**src/design/pms_pkg.sv**
```systemverilog
// Package of constants and types for the phase and mode selector
package pms_pkg;
  // ==========================================
  // Timing
  localparam int CLK_PERIOD_NS = 10;
  localparam int MASK_TIME_US = 100;
  localparam int MASK_CYCLES = (MASK_TIME_US * 1000) / CLK_PERIOD_NS;
  // ==========================================
  // Master clock divider and phase detection
  localparam int DIV_WIDTH = 8;
  localparam logic [7:0] DIV_AT_TOP = 8'h7f; // Lowest divider, top voltage code
  localparam int DETECT_CYCLES = 3;
  // ==========================================
  // Widths
  localparam int CODE_WIDTH = 7;
  localparam int LEVEL_WIDTH = 10;
  // ==========================================
  // Operating modes
  typedef enum logic [1:0] {
    PMS_FULL_PWM,
    PMS_RPM_CCM,
    PMS_RPM_AUTO
  } pms_mode_e;
  typedef enum logic [1:0] {
    PMS_DETECT,
    PMS_RUN
  } pms_state_e;
endpackage : pms_pkg

```
**src/design/pms_phase_mode_selector.sv**
```systemverilog
// Phase count and operating mode selection with ripple pulse generation
//
// How it works
// - Deep sleep low and hint high run all selected phases.
// - Full phase operation drives selected phases interleaved, fixed frequency.
// - Hint low or deep sleep high, without override, runs phase 1 only.
// - Multi-phase switching events come from the master clock.
// - Single phase from hint low uses ripple mode, continuous conduction only.
// - Single phase from deep sleep uses ripple mode with diode emulation control.
// - Transient, sleep change or current limit forces full phase continuous mode.
// - Transient window starts on any code change or sleep entry and exit.
// - Transient window length comes from a timer of about 100 us.
// - Per-phase frequency is master clock over the active phase count.
// - Master clock slows as the voltage code falls.
// - Ripple mode sets phase 1 when error level reaches the code limit.
// - Ripple ramp rises while phase 1 is high; reset when it meets error level.
// - Phase count detected in first three oscillator cycles after enable.
// - Phases found pulled high stay high impedance; others drive normally.
module pms_phase_mode_selector #(
  parameter int MASK_CYCLES = pms_pkg::MASK_CYCLES,
  parameter int DIV_WIDTH = pms_pkg::DIV_WIDTH
) (
  input wire logic clk_in,
  input wire logic rst_in,
  input wire logic enable_in,
  input wire logic low_power_hint_n_in,
  input wire logic deep_sleep_request_in,
  input wire logic current_limit_in,
  input wire logic [pms_pkg::CODE_WIDTH-1:0] voltage_code_in,
  input wire logic [pms_pkg::LEVEL_WIDTH-1:0] error_level_in,
  input wire logic [pms_pkg::LEVEL_WIDTH-1:0] rpm_offset_in,
  input wire logic [pms_pkg::LEVEL_WIDTH-1:0] ramp_slope_in,
  input wire logic phase2_drive_in,
  input wire logic phase3_drive_in,
  output logic phase1_drive_out,
  output logic phase2_drive_out,
  output logic phase2_drive_oe_n_out,
  output logic phase3_drive_out,
  output logic phase3_drive_oe_n_out,
  output logic discontinuous_ctl_n_out,
  output logic ripple_pulse_mode_out,
  output logic transient_out,
  output logic [1:0] active_phases_out
);
  localparam int LW = pms_pkg::LEVEL_WIDTH;
  localparam int TW = $clog2(MASK_CYCLES + 1);

  // ==========================================
  // Synchronisers for pins
  logic [1:0] hint_sync_reg;
  logic [1:0] sleep_sync_reg;
  logic [1:0] ilim_sync_reg;
  logic [1:0] p2_sync_reg;
  logic [1:0] p3_sync_reg;
  logic [1:0] en_sync_reg;
  always_ff @(posedge clk_in or posedge rst_in)
  begin
    if (rst_in)
    begin
      hint_sync_reg <= 2'h3;
      sleep_sync_reg <= 2'h0;
      ilim_sync_reg <= 2'h0;
      p2_sync_reg <= 2'h0;
      p3_sync_reg <= 2'h0;
      en_sync_reg <= 2'h0;
    end
    else
    begin
      hint_sync_reg <= {hint_sync_reg[0], low_power_hint_n_in};
      sleep_sync_reg <= {sleep_sync_reg[0], deep_sleep_request_in};
      ilim_sync_reg <= {ilim_sync_reg[0], current_limit_in};
      p2_sync_reg <= {p2_sync_reg[0], phase2_drive_in};
      p3_sync_reg <= {p3_sync_reg[0], phase3_drive_in};
      en_sync_reg <= {en_sync_reg[0], enable_in};
    end
  end
  wire hint_n = hint_sync_reg[1];
  wire sleep = sleep_sync_reg[1];
  wire ilim = ilim_sync_reg[1];
  wire enabled = en_sync_reg[1];

  // ==========================================
  // Master clock: period shrinks as code rises
  logic [DIV_WIDTH-1:0] div_cnt_reg;
  logic [DIV_WIDTH-1:0] div_top;
  logic tick;
  // Invert at code width first so the widening adds zeros, not ones
  assign div_top = DIV_WIDTH'(pms_pkg::DIV_AT_TOP)
    + DIV_WIDTH'(pms_pkg::CODE_WIDTH'(~voltage_code_in));
  assign tick = (div_cnt_reg == '0);
  always_ff @(posedge clk_in or posedge rst_in)
  begin
    if (rst_in)
      div_cnt_reg <= '0;
    else if (tick)
      div_cnt_reg <= div_top;
    else
      div_cnt_reg <= div_cnt_reg - 1'b1;
  end

  // ==========================================
  // Phase detection over three master cycles
  pms_pkg::pms_state_e state_reg;
  logic [1:0] det_cnt_reg;
  logic [1:0] user_phases_reg;
  logic p2_off_reg;
  logic p3_off_reg;
  always_ff @(posedge clk_in or posedge rst_in)
  begin
    if (rst_in)
    begin
      state_reg <= pms_pkg::PMS_DETECT;
      det_cnt_reg <= 2'h0;
      p2_off_reg <= 1'b0;
      p3_off_reg <= 1'b0;
      user_phases_reg <= 2'h3;
    end
    else if (!enabled)
    begin
      state_reg <= pms_pkg::PMS_DETECT;
      det_cnt_reg <= 2'h0;
    end
    else
    begin
      case (state_reg)
        pms_pkg::PMS_DETECT:
        begin
          if (tick)
          begin
            det_cnt_reg <= det_cnt_reg + 2'h1;
            if (det_cnt_reg == 2'(pms_pkg::DETECT_CYCLES - 1))
            begin
              state_reg <= pms_pkg::PMS_RUN;
              p2_off_reg <= p2_sync_reg[1];
              p3_off_reg <= p3_sync_reg[1];
              user_phases_reg <= p2_sync_reg[1] ? 2'h1 : (p3_sync_reg[1] ? 2'h2 : 2'h3);
            end
          end
        end
        pms_pkg::PMS_RUN: state_reg <= pms_pkg::PMS_RUN;
        default: state_reg <= pms_pkg::PMS_DETECT;
      endcase
    end
  end
  wire running = (state_reg == pms_pkg::PMS_RUN) && enabled;

  // ==========================================
  // Transient window timer
  logic [pms_pkg::CODE_WIDTH-1:0] code_prev_reg;
  logic sleep_prev_reg;
  logic [TW-1:0] mask_cnt_reg;
  wire trans_start = (code_prev_reg != voltage_code_in) || (sleep_prev_reg != sleep);
  always_ff @(posedge clk_in or posedge rst_in)
  begin
    if (rst_in)
    begin
      code_prev_reg <= '0;
      sleep_prev_reg <= 1'b0;
      mask_cnt_reg <= '0;
    end
    else
    begin
      code_prev_reg <= voltage_code_in;
      sleep_prev_reg <= sleep;
      if (trans_start)
        mask_cnt_reg <= TW'(MASK_CYCLES);
      else if (mask_cnt_reg != '0)
        mask_cnt_reg <= mask_cnt_reg - 1'b1;
    end
  end
  wire in_transient = (mask_cnt_reg != '0) || trans_start;

  // ==========================================
  // Mode decision, applied only on cycle boundaries
  pms_pkg::pms_mode_e mode_reg;
  pms_pkg::pms_mode_e mode_next;
  logic boundary;
  logic [2:0] drive_reg;
  always_comb
  begin
    if (in_transient || ilim)
      mode_next = pms_pkg::PMS_FULL_PWM;
    else if (sleep)
      mode_next = pms_pkg::PMS_RPM_AUTO;
    else if (!hint_n)
      mode_next = pms_pkg::PMS_RPM_CCM;
    else
      mode_next = pms_pkg::PMS_FULL_PWM;
  end
  assign boundary = !phase1_drive_out && !phase2_drive_out && !phase3_drive_out;
  // Load only with every drive idle; a real switch holds back the pulse start of that edge
  wire mode_load = boundary && (drive_reg == 3'h0)
    && (tick || mode_reg != pms_pkg::PMS_FULL_PWM);
  wire mode_switch = mode_load && (mode_next != mode_reg);
  always_ff @(posedge clk_in or posedge rst_in)
  begin
    if (rst_in)
      mode_reg <= pms_pkg::PMS_FULL_PWM;
    else if (mode_load)
      mode_reg <= mode_next;
  end
  wire ripple_pulse_mode = (mode_reg != pms_pkg::PMS_FULL_PWM);

  // ==========================================
  // Interleaved PWM: one phase per master tick
  logic [1:0] slot_reg;
  logic [LW-1:0] pwm_ramp_reg;
  logic [1:0] active;
  assign active = ripple_pulse_mode ? 2'h1 : user_phases_reg;
  always_ff @(posedge clk_in or posedge rst_in)
  begin
    if (rst_in)
      slot_reg <= 2'h0;
    else if (ripple_pulse_mode || !running)
      slot_reg <= 2'h0;
    else if (tick)
      slot_reg <= (slot_reg + 2'h1 >= active) ? 2'h0 : slot_reg + 2'h1;
  end

  // ==========================================
  // Ramp shared by PWM on-time and ripple mode
  logic [LW-1:0] rpm_limit;
  assign rpm_limit = LW'({voltage_code_in, 3'h0}) + rpm_offset_in;
  always_ff @(posedge clk_in or posedge rst_in)
  begin
    if (rst_in)
    begin
      drive_reg <= 3'h0;
      pwm_ramp_reg <= '0;
    end
    else if (!running)
    begin
      drive_reg <= 3'h0;
      pwm_ramp_reg <= '0;
    end
    else if (ripple_pulse_mode)
    begin
      drive_reg[2:1] <= 2'h0;
      if (!drive_reg[0] && error_level_in >= rpm_limit && !mode_switch)
      begin
        drive_reg[0] <= 1'b1;
        pwm_ramp_reg <= '0;
      end
      else if (drive_reg[0] && pwm_ramp_reg >= error_level_in)
        drive_reg[0] <= 1'b0;
      else if (drive_reg[0])
        pwm_ramp_reg <= pwm_ramp_reg + ramp_slope_in;
    end
    else if (tick && pwm_ramp_reg == '0 && !mode_switch)
    begin
      drive_reg <= 3'h1 << slot_reg;
      pwm_ramp_reg <= ramp_slope_in;
    end
    else if (|drive_reg && pwm_ramp_reg >= error_level_in)
    begin
      drive_reg <= 3'h0;
      pwm_ramp_reg <= '0;
    end
    else if (|drive_reg)
      pwm_ramp_reg <= pwm_ramp_reg + ramp_slope_in;
  end

  // ==========================================
  // Registered outputs
  always_ff @(posedge clk_in or posedge rst_in)
  begin
    if (rst_in)
    begin
      phase1_drive_out <= 1'b0;
      phase2_drive_out <= 1'b0;
      phase3_drive_out <= 1'b0;
      phase2_drive_oe_n_out <= 1'b1;
      phase3_drive_oe_n_out <= 1'b1;
      discontinuous_ctl_n_out <= 1'b1;
      ripple_pulse_mode_out <= 1'b0;
      transient_out <= 1'b0;
      active_phases_out <= 2'h0;
    end
    else
    begin
      phase1_drive_out <= drive_reg[0];
      phase2_drive_out <= drive_reg[1];
      phase3_drive_out <= drive_reg[2];
      phase2_drive_oe_n_out <= !running || p2_off_reg;
      phase3_drive_oe_n_out <= !running || p3_off_reg;
      discontinuous_ctl_n_out <= !(mode_reg == pms_pkg::PMS_RPM_AUTO);
      ripple_pulse_mode_out <= ripple_pulse_mode;
      transient_out <= in_transient;
      active_phases_out <= running ? active : 2'h0;
    end
  end

  // ==========================================
  // Checks
  single_phase_a: assert property (@(posedge clk_in) disable iff (rst_in)
    ripple_pulse_mode |-> !drive_reg[1] && !drive_reg[2]) else $error("extra phase in ripple mode");
  auto_dcm_a: assert property (@(posedge clk_in) disable iff (rst_in)
    (mode_reg == pms_pkg::PMS_RPM_AUTO) |=> !discontinuous_ctl_n_out)
    else $error("diode emulation not enabled");
  ccm_only_a: assert property (@(posedge clk_in) disable iff (rst_in)
    (mode_reg == pms_pkg::PMS_RPM_CCM) |=> discontinuous_ctl_n_out)
    else $error("diode emulation in ccm mode");
  force_full_a: assert property (@(posedge clk_in) disable iff (rst_in)
    (in_transient || ilim) && mode_load |=> mode_reg == pms_pkg::PMS_FULL_PWM)
    else $error("override ignored");
  window_len_a: assert property (@(posedge clk_in) disable iff (rst_in)
    trans_start |=> mask_cnt_reg == TW'(MASK_CYCLES)) else $error("window not loaded");
  window_run_a: assert property (@(posedge clk_in) disable iff (rst_in)
    !trans_start && mask_cnt_reg != '0 |=> mask_cnt_reg == $past(mask_cnt_reg) - 1'b1)
    else $error("window not counting");
  boundary_only_a: assert property (@(posedge clk_in) disable iff (rst_in)
    mode_reg != $past(mode_reg) |-> $past(mode_load)) else $error("mode changed mid pulse");
  full_mode_a: assert property (@(posedge clk_in) disable iff (rst_in)
    !in_transient && !ilim && !sleep && hint_n |-> mode_next == pms_pkg::PMS_FULL_PWM)
    else $error("full phase not chosen");
  hiz_a: assert property (@(posedge clk_in) disable iff (rst_in)
    running && p3_off_reg |=> phase3_drive_oe_n_out) else $error("disabled phase driven");
  rpm_set_a: assert property (@(posedge clk_in) disable iff (rst_in)
    running && ripple_pulse_mode && !mode_switch && !drive_reg[0] && error_level_in >= rpm_limit
    |=> drive_reg[0])
    else $error("ripple pulse not set");
  rpm_clr_a: assert property (@(posedge clk_in) disable iff (rst_in)
    running && ripple_pulse_mode && drive_reg[0] && pwm_ramp_reg >= error_level_in |=> !drive_reg[0])
    else $error("ripple pulse not reset");
  slot_a: assert property (@(posedge clk_in) disable iff (rst_in)
    slot_reg != 2'h0 |-> slot_reg < active || ripple_pulse_mode) else $error("slot beyond phases");
  pwm_tick_a: assert property (@(posedge clk_in) disable iff (rst_in)
    running && !ripple_pulse_mode && !$past(ripple_pulse_mode) && $rose(|drive_reg) |-> $past(tick))
    else $error("pwm start off clock");
  detect_a: assert property (@(posedge clk_in) disable iff (rst_in)
    $rose(state_reg == pms_pkg::PMS_RUN) |-> $past(det_cnt_reg) == 2'h2)
    else $error("detect length wrong");
  clock_slow_a: assert property (@(posedge clk_in) disable iff (rst_in)
    tick |=> div_cnt_reg == $past(div_top)) else $error("clock period not loaded");
endmodule // pms_phase_mode_selector

```
**config.mk**
```make
export PLATFORM = sky130hd
export DESIGN_NAME = pms_phase_mode_selector
export DESIGN_NICKNAME = d
export VERILOG_FILES = /design/src/design/pms_pkg.sv /design/src/design/pms_phase_mode_selector.sv
export SDC_FILE = /design/constraint.sdc
export NUM_CORES = 1
export LEC_CHECK = 0
export BUFFER_PORTS_ARGS = -buffer_cell sky130_fd_sc_hd__buf_2
export CORE_MARGIN = 5
export CORE_UTILIZATION = 53
export DETAILED_ROUTE_END_ITERATION = 8
export PLACE_DENSITY_LB_ADDON = 0.2
export RECOVER_POWER = 100
export SYNTH_ARGS = -nofsm -noshare
export SYNTH_HDL_FRONTEND = slang
export SYNTH_SLANG_ARGS = --single-unit
```
**constraint.sdc**
```tcl
create_clock -name clk_in -period 2.93 [get_ports clk_in]
set_clock_uncertainty 0.15 [all_clocks]
set_input_delay 0.7325 -clock clk_in [delete_from_list [all_inputs] [get_ports clk_in]]
set_output_delay 0.7325 -clock clk_in [all_outputs]
set_load 0.1 [all_outputs]
```
Word-level counts from Yosys, hierarchy flattened
Index checks and enable logic that the tools add are counted.

Register bits after elaboration: 77. Input port bits: 45. Output and inout bits: 10. Logic and storage cells: 130.

Add/subtract/negate cells: 7. Order comparisons: 3. Equal/unequal tests: 15. Shift-type cells: 1. Muxes and demuxes: 34. Bitwise gates (word level): 1. Reduce and logical (&&, ||, !) cells: 40.

Operators by type and width (number): 2-to-1 mux 10 bit (8); 2-to-1 mux 14 bit (2); 2-to-1 mux 2 bit (14); adder 10 bit (2); greater-or-equal comparator 10 bit (2); nonzero test 14 bit (1); subtractor 14 x 1 -> 14 bit, second input constant (1); logical AND 1 bit (12); 2-to-1 mux 3 bit (4); logical NOT 10 bit (1); adder 7 x 7 -> 8 bit, first input constant (1); logical NOT 8 bit (1); 2-to-1 mux 8 bit (1); subtractor 8 x 1 -> 8 bit, second input constant (1); logical NOT 1 bit (7); logical OR 1 bit (7); inequality test 7 bit (1); NOT 7 bit (1); inequality test 3 bit, second input constant (2); AND reduction 2 bit (3); nonzero test 2 bit (3); inequality test 5 x 1 -> 1 bit, second input constant (1); adder 2 x 1 -> 2 bit, second input constant (2); == test 2 bit, second input constant (2); other kinds (17) (21).

Logic depth before layout (Yosys ltp)
Gate-level depths: netlist of run 1.

Depth in word-level cells: 12. Gate-level depth with buffers: 19. Gate-level depth less buffers: 17.

Least setup slack after synthesis of run 1
OpenSTA, ideal clock, no wires.

Kind: input to register. Start point: input voltage_code_in[0] in the netlist's numbering. End point: register pwm_ramp_reg[0]. Arrival time: 3.442 ns. Setup slack: -0.786 ns. Stages on the path: 19. Cells stage by stage: ha_1 > inv_1 > fa_1 > inv_1 > a21oi_1 > o21bai_1 > a21o_1 > a21oi_1 > xnor2_1 > ha_1 > o211ai_1 > o21ai_0 > a21oi_1 > a311oi_4 > o32a_1 > buf_6 > buf_8 > nor2_2 > a21oi_2.

Longest elaborated chain between the ends: 12. Elaborated cells on any way between the ends: 21.

RTL lines: start, declared (RTL line pms_phase_mode_selector.sv:29) `input wire logic [pms_pkg::CODE_WIDTH-1:0] voltage_code_in,`; branches (longest 12 deep; another with adder 10 bit); end signal, assigned (RTL line pms_phase_mode_selector.sv:247) `pwm_ramp_reg <= pwm_ramp_reg + ramp_slope_in;`; end signal, assigned (RTL line pms_phase_mode_selector.sv:252) `pwm_ramp_reg <= ramp_slope_in;`; end signal, assigned (RTL line pms_phase_mode_selector.sv:260) `pwm_ramp_reg <= pwm_ramp_reg + ramp_slope_in;`; end, declared (RTL line pms_phase_mode_selector.sv:207) `logic [LW-1:0] pwm_ramp_reg;`.

Parallel ways; which one is timed is not known. A chain may end at the register's enable or synchronous reset.

Final worst setup path of run 1
Start point: input voltage_code_in[1] in the netlist's numbering. End point: register pwm_ramp_reg[8].

Same word-level chain as after synthesis.

==> results.md, run 1 <==
- Status: finished, violations left
- Failing checks: setup timing
- ANT cells: 0
- RR Startpoint: sleep_sync_reg[1]
- DRT Wirelength: 10400 µm
- RSZ-0062 raised after global routing: yes
- IO Port Bufs: 54
- Max clock buf depth: 2
- Cells after Synth: 446
- Post-synth EDFFs: 0
- Fraction of registers with async set/reset: 1.00
- Global Route Usage Sum: 0.219
- Max Freq: 281 MHz
- Met3 usage: 0.0341
- CP Capture Type: flop
- First-pass GRT wire length: 17800 µm
- Die ar.: 10500 µm²
- Cells after DPL: 676
- Slew headroom: 0.216
- Comb pwr share: 0.211
- Area growth from synthesis to layout: 28.8%
- Sequential Area: 1910 µm²
- Fillers: 657
- Syn Nets: 539
- Syn Std Cell Area: 4520 µm²
- Fin area: 5820 µm²
- Worst path bufs/invs: 4
- Grt ovf: 0
- Fin util: 0.705
- GR Util met2: 0.374
- Vias in the first global route: 4025
- Maximum VDD drop: 0.000298 V
- Worst-path cell chain: buf_4, clkbuf_4, xor2_1, nor4_4, nand2_1, clkbuf_1, or4_4, a31oi_2, buf_4, nor3_1, a211oi_1, o22ai_4
- Max-cap viol count: 0
- Nets: 682
- Worst-Margin Slew: 1.18 ns
- H-Tree Depth: 3
- Num ports: 55
- 1st-iter DRT viols: 151
- Pleak: 2.78 nW
- Critical path data arrival time: 3.64 ns
- Routed WL per cell: 14.9 µm
- Fin. max-slew vios: 0
- Worst R2R Path Depth: 10
- WP depth: 12
- Max reg flops: 14
- Worst Setup EP: pwm_ramp_reg[8]
- CP dominant cell by count: buf_4
- Die Ht: 102 µm
- CTS buffer count: 9
- Crit path setup slack, layout: -0.634 ns
- Largest cells by area after synthesis: dfrtp_1 (38%), ha_1 (13%), dfstp_2 (4.1%)
- Delay-heaviest family, CP: simple AND/OR/NAND/NOR gates
- Final setup vio count: 14
- Worst-path maximum fanout: 11
- Reg-to-reg endpoint: pwm_ramp_reg[8]
- Initial antenna violation count: 0
- Via density: 5.43
- Post-DRT Antenna Nets: 0
- Top FF cell, synth: dfrtp_1
- Post-synth cell types: 59
- Pint: 0.00188 W
- Core Region: 8260 µm²
- Initial core utilization: 0.547
- Gp weighted congestion: 0.821
- CTS Hold Buffers Added: 0
- First-pass DRT Iterations: 4
- Share of cells above drive strength 1: 0.290
- Clk_lat worst skew: 0.36 ns
- Period utilization: 1.22
- Worst path required time: 3.00 ns
- Final hold viol count: 0
- Avg Synthesized Cell Area: 10.1 µm²
- # clock sinks: 76
- TritonCTS clock tree: yes
- Switching pwr: 0.000707 W
- Yosys top cell by area: dfrtp_1
- Critical path's largest stage delay: 0.58 ns
- Switch share: 0.273
- Non-Filler Instances: 699
- Pwr/cell area: 445 nW/µm²
- Area share of the largest cell type after synthesis: 0.382
- DP Worst Slack: -1.25 ns
- Most frequent cells in the layout: dfrtp_1 (69), buf_4 (63), ha_1 (45)
- Reg clk slew, reported paths: 0.08 ns
- Reg power frac: 0.448
- Pin count of the biggest net entering global routing: 32
- Sequential area share after synthesis: 0.423
- Drc violations: 0
- Root buf cell: clkbuf_8
- Crit path from: voltage_code_in[1]
- Via count: 3796
- R2R setup slack: -0.43 ns
- Synth Register Bits: 76
- Met1 GRT Util: 0.274
- WS Path Type: input pin to flop
- GR peak layer: met2
- Area of the multi-input gates: 2540 µm²
- Critical Path Start Type: input pin
- DP HPWL: 8070 µm
- FP Rows: 33
- Hold crit path type: flop to flop
- Fin crit period: 3.56 ns
- Placed Area: 5520 µm²
- Most common cell after layout, fill and taps aside: dfrtp_1
- Synthesis Warnings: 0
- Die width: 102 µm
- Slowest cell on crit path: or4_4
- Setup TNS: -7.41 ns
- Clock power share: 0.341
-- per-stage QoR --
step                total power [W]  hold WS, ns
floorplan                   0.00147        0.181
global placement            0.00167        0.182
detailed placement          0.00169        0.185
CTS                         0.00260        0.198
global route                0.00275        0.201
finish                      0.00259        0.199
-- per-layer routing --
layer / share of wire / vias to the layer above
met5: 0 / -
met4: 0.026 / 0
met3: 0.036 / 23
met2: 0.51 / 77
met1: 0.43 / 1823
li1: - / 1873
-- kinds of logic (layout without fill, tap and decap cells) --
logic type | Yosys count | in the layout | share of synthesized area
buffers and inverters | 45 | 193 | 0.0427
muxes | 6 | 6 | 0.0139
adders and majority gates | 48 | 48 | 0.136
DFF | 76 | 76 | 0.423
and+or+nand+nor | 133 | 133 | 0.156
xor gates and xnor gates | 40 | 40 | 0.0776
AOI/OAI and AO/OA | 98 | 98 | 0.151
-- cells in the mapped netlist, types with 5 or more instances --
master and n:
ha_1 46, a31oi_1 7, nand3_1 17, o21ai_0 18, or3_1 6, a21oi_1 26
nor3_1 12, nor2b_1 5, o21bai_1 6, nand2_1 20, dfstp_2 7, dfrtp_1 69
nor2_1 35, nor4_1 7, inv_1 37, xnor2_1 21, a211oi_1 5, xor2_1 19
a22oi_1 7
-- how the worst min path moves through the flow --
stage,from,endpoint,slack (ns),cells past startpoint
floorplan,en_sync_reg[0],en_sync_reg[1],0.18,0
global placement,p3_sync_reg[0],p3_sync_reg[1],0.18,0
detailed placement,en_sync_reg[0],en_sync_reg[1],0.18,0
CTS,ilim_sync_reg[0],ilim_sync_reg[1],0.20,0
global route,sleep_sync_reg[0],sleep_sync_reg[1],0.20,0
finish,ilim_sync_reg[0],ilim_sync_reg[1],0.20,0
-- power groups by stage --
stage | Clock (W) | Sequential (W) | Combinational (W)
after detailed placement | 0 | 0.00118 | 0.000511
after floorplan | 0 | 0.00118 | 0.000293
after global routing | 0.000950 | 0.00117 | 0.000630
after CTS | 0.000895 | 0.00116 | 0.000546
final | 0.000883 | 0.00116 | 0.000547
after global placement | 0 | 0.00118 | 0.000493
-- final cells by class --
| type | count | area share |
|---|---|---|
| clock buffers | 10 | 0.0219 |
| flip-flops and latches | 76 | 0.328 |
| clock inverters | 6 | 0.0155 |
| multi-input cells | 325 | 0.436 |
| well taps | 105 | 0.0226 |
| inverters | 37 | 0.0239 |
| repair buffers | 140 | 0.152 |
-- timing repair --
item	in CTS	in global routing
pin swaps	14	8
setup buffers	4	2
cloned	1	0
endpoints found under the setup margin	13	13
gates resized for setup	14	16
Note: power is estimated with default switching activity, not from simulation.
==> run 2, diff against run 1 <==
BUFFER_PORTS_ARGS = -buffer_cell sky130_fd_sc_hd__buf_4   (was -buffer_cell sky130_fd_sc_hd__buf_2)
==> run 2 against run 1 <==
Compared with the run above:
- the run still ends with setup timing left
- design area is 0.88% higher
- utilization is 0.62 points higher
- clock-buffer cell count stayed put
- sequential share of layout area is 0.29 points lower
- non-clock buffer count is 9 lower
- register-to-register slack better by 0.02 ns
- critical path depth is 8 higher
- global-route usage is 0.18 points higher
- critical path type unchanged
- largest cell class unchanged
- largest power group unchanged
==> results.md, run 2 (synthesis results as in run 1) <==
- Slew headroom: 0.223
- Initial antenna violation count: 0
- Gp weighted congestion: 0.865
- GR peak layer: met2
- Hold Path Stages: 0
- Fin area: 5870 µm²
- Met1 GRT Util: 0.277
- Die Ht: 102 µm
- Core Region: 8260 µm²
- Vias in the first global route: 4056
- Num ports: 55
- Pin count of the biggest net entering global routing: 33
- Maximum VDD drop: 0.000261 V
- Setup TNS: -7.82 ns
- Hold crit path type: flop to flop
- # clock sinks: 76
- Pwr/cell area: 419 nW/µm²
- Fillers: 630
- Reg-to-reg endpoint: pwm_ramp_reg[1]
- Failing checks: setup timing
- Area growth from synthesis to layout: 30.0%
- Worst-Margin Slew: 1.17 ns
- Clk_lat worst skew: 0.35 ns
- Max Freq: 279 MHz
- DRT Wirelength: 10700 µm
- Cells after DPL: 670
- H-Tree Depth: 3
- CP Capture Type: flop
- Root buf cell: clkbuf_8
- Status: finished, violations left
- Initial core utilization: 0.547
- FP Rows: 33
- WS Path Type: input pin to flop
- Placed Area: 5630 µm²
- Worst R2R Path Depth: 11
- Worst path required time: 3.01 ns
- RR Startpoint: sleep_sync_reg[1]
- Post-DRT Antenna Nets: 0
- ANT cells: 0
- Final hold viol count: 0
- Global Route Usage Sum: 0.221
- Nets: 673
- Fin crit period: 3.59 ns
- Met3 usage: 0.0341
- First-pass DRT Iterations: 4
- Fin util: 0.711
- Max clock buf depth: 2
- Crit path setup slack, layout: -0.657 ns
- TritonCTS clock tree: yes
- Drc violations: 0
- Most common cell after layout, fill and taps aside: buf_4
- DP HPWL: 8130 µm
- CTS Hold Buffers Added: 0
- WHS Endpoint: ilim_sync_reg[1]
- Reg clk slew, reported paths: 0.09 ns
- Critical path data arrival time: 3.67 ns
- CTS buffer count: 9
- Max-cap viol count: 0
- Hold Crit Start: ilim_sync_reg[0]
- Die ar.: 10500 µm²
- DP Worst Slack: -1.21 ns
- Share of cells above drive strength 1: 0.289
- R2R setup slack: -0.41 ns
- GR Util met2: 0.386
- IO Port Bufs: 54
- Die width: 102 µm
- RSZ-0062 raised after global routing: yes
- Via count: 3804
- 1st-iter DRT viols: 141
- Routed WL per cell: 15.5 µm
- Worst-path maximum fanout: 4
- Period utilization: 1.22
- Max reg flops: 14
- Most frequent cells in the layout: buf_4 (88), dfrtp_1 (69), ha_1 (45)
- Fin. max-slew vios: 0
- Critical Path Start Type: input pin
- First-pass GRT wire length: 18300 µm
- Final setup vio count: 14
- Pleak: 2.77 nW
- Grt ovf: 0
- Via density: 5.51
- Non-Filler Instances: 690
run 2: cell types whose count changed in the layout (fill, tap and decap cells not counted), moves of 3 or more:
cell | before | now
clkbuf_1 | 28 | 24
buf_4 | 63 | 88
a21oi_2 | 8 | 11
buf_2 | 40 | 0
clkbuf_4 | 3 | 9
nor2_1 | 32 | 29
nor2_4 | 2 | 7
a21oi_1 | 20 | 17
run 2: layout make-up:
type	instances	area, µm²	share of cell area
clock inverter	6	47.5	0.00810
clock buffer	10	138	0.0234
sequential	76	1910	0.325
timing repair buffer	131	942	0.160
tap	105	131	0.0224
inverter	37	139	0.0237
multi-input combinational	325	2560	0.436
run 2: per-layer routing:
metal,routed length (µm),part of all wire
met5,0,0
met4,146,0.014
met3,383,0.036
met2,5600,0.52
met1,4550,0.43
run 2: what timing repair did:
| item | in CTS | in global routing |
|---|---|---|
| cloned | 1 | 0 |
| resized for setup | 20 | 12 |
| endpoints found under the setup margin | 13 | 13 |
| pin swaps | 14 | 14 |
| setup buffers | 2 | 1 |
run 2: critical path, cell delays in order:
cell and delay [ns]:
buf_8 0.08, ha_4 0.13, inv_2 0.04, fa_2 0.40
inv_2 0.07, a21oi_2 0.05, o21bai_2 0.17, a21o_1 0.16
a21oi_2 0.06, xnor2_1 0.13, ha_1 0.33, o211ai_1 0.12
nor2_1 0.09, a21oi_2 0.19, a311oi_4 0.06, buf_4 0.16
o32a_4 0.41, buf_6 0.13, nand4bb_1 0.09, nand3_1 0.08
run 2: stage by stage:
stage	total power, W	hold WS, ns
2_1_floorplan	0.00147	0.181
3_3_place_gp	0.00167	0.181
3_5_place_dp	0.00170	0.193
4_1_cts	0.00248	0.208
5_1_grt	0.00259	0.217
6_report	0.00246	0.197
run 2: worst max-delay path by stage:
stage / start / end / slack [ns] / cells past startpoint
final: voltage_code_in[0] / pwm_ramp_reg[9] / -0.66 / 20
after global routing: voltage_code_in[0] / pwm_ramp_reg[9] / -0.81 / 20
after CTS: rpm_offset_in[3] / pwm_ramp_reg[9] / -0.63 / 20
after detailed placement: voltage_code_in[0] / pwm_ramp_reg[0] / -1.21 / 18
after global placement: voltage_code_in[0] / pwm_ramp_reg[5] / -1.04 / 18
after floorplan: voltage_code_in[0] / pwm_ramp_reg[0] / -0.61 / 19
run 2: where the power goes:
group / total, W / internal [W] / switching (W)
combinational: 0.000541 / 0.000277 / 0.000264
sequential: 0.00116 / 0.00112 / 0.0000453
clock: 0.000756 / 0.000338 / 0.000418
==> run 3, diff against run 2 <==
PLACE_DENSITY = 0.77   (was unset)
PLACE_DENSITY_LB_ADDON = unset   (was 0.2)
==> run 3 against run 2 <==
Compared with the run above:
- the flow finishes with violations (capacitance limit, slew limit, setup timing)
- sequential power is essentially flat
- via count up 4.5%
- combinational power is 7.9% higher
- power is 3.4% higher
- die area unchanged
- critical path type unchanged
- highest routed layer unchanged
==> results.md, run 3 (synthesis results as in run 1) <==
- Max Freq: 278 MHz
- CTS Hold Buffers Added: 0
- First-pass GRT wire length: 18400 µm
- IO Port Bufs: 54
- Area growth from synthesis to layout: 32.6%
- Root buf cell: clkbuf_8
- 1st-iter DRT viols: 211
- Max clock buf depth: 2
- Pin count of the biggest net entering global routing: 77
- Critical Path Start Type: input pin
- Initial antenna violation count: 0
- ANT cells: 0
- # clock sinks: 76
- Routed WL per cell: 16.6 µm
- Via count: 3975
- Worst path required time: 3.05 ns
- H-Tree Depth: 3
- Clk_lat worst skew: 0.36 ns
- RSZ-0062 raised after global routing: yes
- Share of cells above drive strength 1: 0.298
- Nets: 682
- Initial core utilization: 0.547
- Met3 usage: 0.0478
- Final setup vio count: 14
- GR Util met2: 0.402
- Fin area: 5990 µm²
- Period utilization: 1.23
- Most frequent cells in the layout: buf_4 (92), dfrtp_1 (69), ha_1 (45)
- Fin crit period: 3.59 ns
- Die Ht: 102 µm
- Met1 GRT Util: 0.260
- CTS buffer count: 9
- Die width: 102 µm
- Crit path setup slack, layout: -0.661 ns
- Worst-Margin Slew: 1.81 ns
- Max-cap viol count: 1
- Maximum VDD drop: 0.000284 V
- Num ports: 55
- DP HPWL: 8160 µm
- Pwr Total: 0.00254 W
- Fin Hold WS: 0.191 ns
- Fin. max-slew vios: 77
- Reg clk slew, reported paths: 0.09 ns
- Via density: 5.69
- DRT Wirelength: 11600 µm
- WS Path Type: input pin to flop
- FP Rows: 33
- GR peak layer: met2
- Final hold viol count: 0
- Worst-path maximum fanout: 5
- Gp weighted congestion: 0.850
- Die ar.: 10500 µm²
- Slew headroom: -0.207
- Drc violations: 0
- Status: finished, violations left
- Core Region: 8260 µm²
- Vias in the first global route: 4044
- Post-DRT Antenna Nets: 0
- Critical path data arrival time: 3.71 ns
- DP Worst Slack: -1.19 ns
- Placed Area: 5630 µm²
- First-pass DRT Iterations: 4
- Failing checks: capacitance limit, slew limit, setup timing
- Grt ovf: 0
- Most common cell after layout, fill and taps aside: buf_4
- CP Capture Type: flop
- Pwr/cell area: 424 nW/µm²
- Hold crit path type: flop to flop
- Global Route Usage Sum: 0.225
- Pleak: 2.85 nW
- Max reg flops: 14
- TritonCTS clock tree: yes
-- run 3: cell count changes in the layout (fill, tap and decap cells not counted), sizes merged --
| cell | delta |
|---|---|
| buf | +7 |
| bufinv | +1 |
| clkbuf | +1 |
| inv | -1 |
| o32ai | +1 |
-- run 3: path summary, 6_finish.rpt --
kind,from,end,cells after the start,slack [ns]
min reg2reg,sleep_sync_reg[0],sleep_sync_reg[1],0,0.19
min,sleep_sync_reg[0],sleep_sync_reg[1],0,0.19
max reg2reg,mask_cnt_reg[7],pwm_ramp_reg[7],10,-0.30
min in group asynchronous,rst_in,p2_sync_reg[0],3,0.86
max,voltage_code_in[0],pwm_ramp_reg[7],20,-0.66
max in group asynchronous,rst_in,code_prev_reg[5],3,0.68
-- run 3: stage by stage --
stage	TNS (ns)	utilization	cells
finish	-7.24	0.725	699
global route	-9.25	0.725	699
CTS	-7.20	0.724	692
detailed placement	-13.42	0.682	671
global placement	-11.32	0.682	671
floorplan	-6.26	-	446
-- run 3: worst max-delay path, cell delays in order --
cell and delay (ns):
buf_8 0.08, ha_4 0.12, inv_2 0.03, fa_2 0.34, inv_2 0.07, a21oi_2 0.04
o21bai_1 0.19, a21o_1 0.17, a21oi_2 0.07, xnor2_1 0.13, ha_1 0.32, o211ai_1 0.12
o21ai_1 0.18, a21oi_2 0.06, a311oi_4 0.32, buf_4 0.18, o32a_4 0.22, buf_12 0.14
nor2_4 0.04, a31oi_1 0.15
-- run 3: cell type report --
| type | instances | area (µm²) |
|---|---|---|
| flip-flops and latches | 76 | 1910 |
| repair buffers | 139 | 1040 |
| multi-input cells | 326 | 2580 |
| fillers | 643 | 2270 |
| well taps | 105 | 131 |
| inverters | 37 | 139 |
| clock inverters | 6 | 65.1 |
| clock buffers | 10 | 128 |
-- run 3: power breakdown --
| group | internal [W] | leakage, nW | switching [W] |
|---|---|---|---|
| sequential | 0.00112 | 0.945 | 0.0000404 |
| combinational | 0.000297 | 1.80 | 0.000287 |
| clock | 0.000395 | 0.0966 | 0.000406 |
-- run 3: routing by layer --
metal	up-vias	wire, µm
met3	42	632
met5	-	0
met1	1937	4560
li1	1884	-
met4	0	365
met2	112	6040
-- run 3: repair_timing --
item                                    4_1_cts  5_1_grt
endpoints found under the setup margin       13       13
cloned                                        2        1
pin swaps                                     3       24
gates resized for setup                      17       23
buffers inserted                              3        7
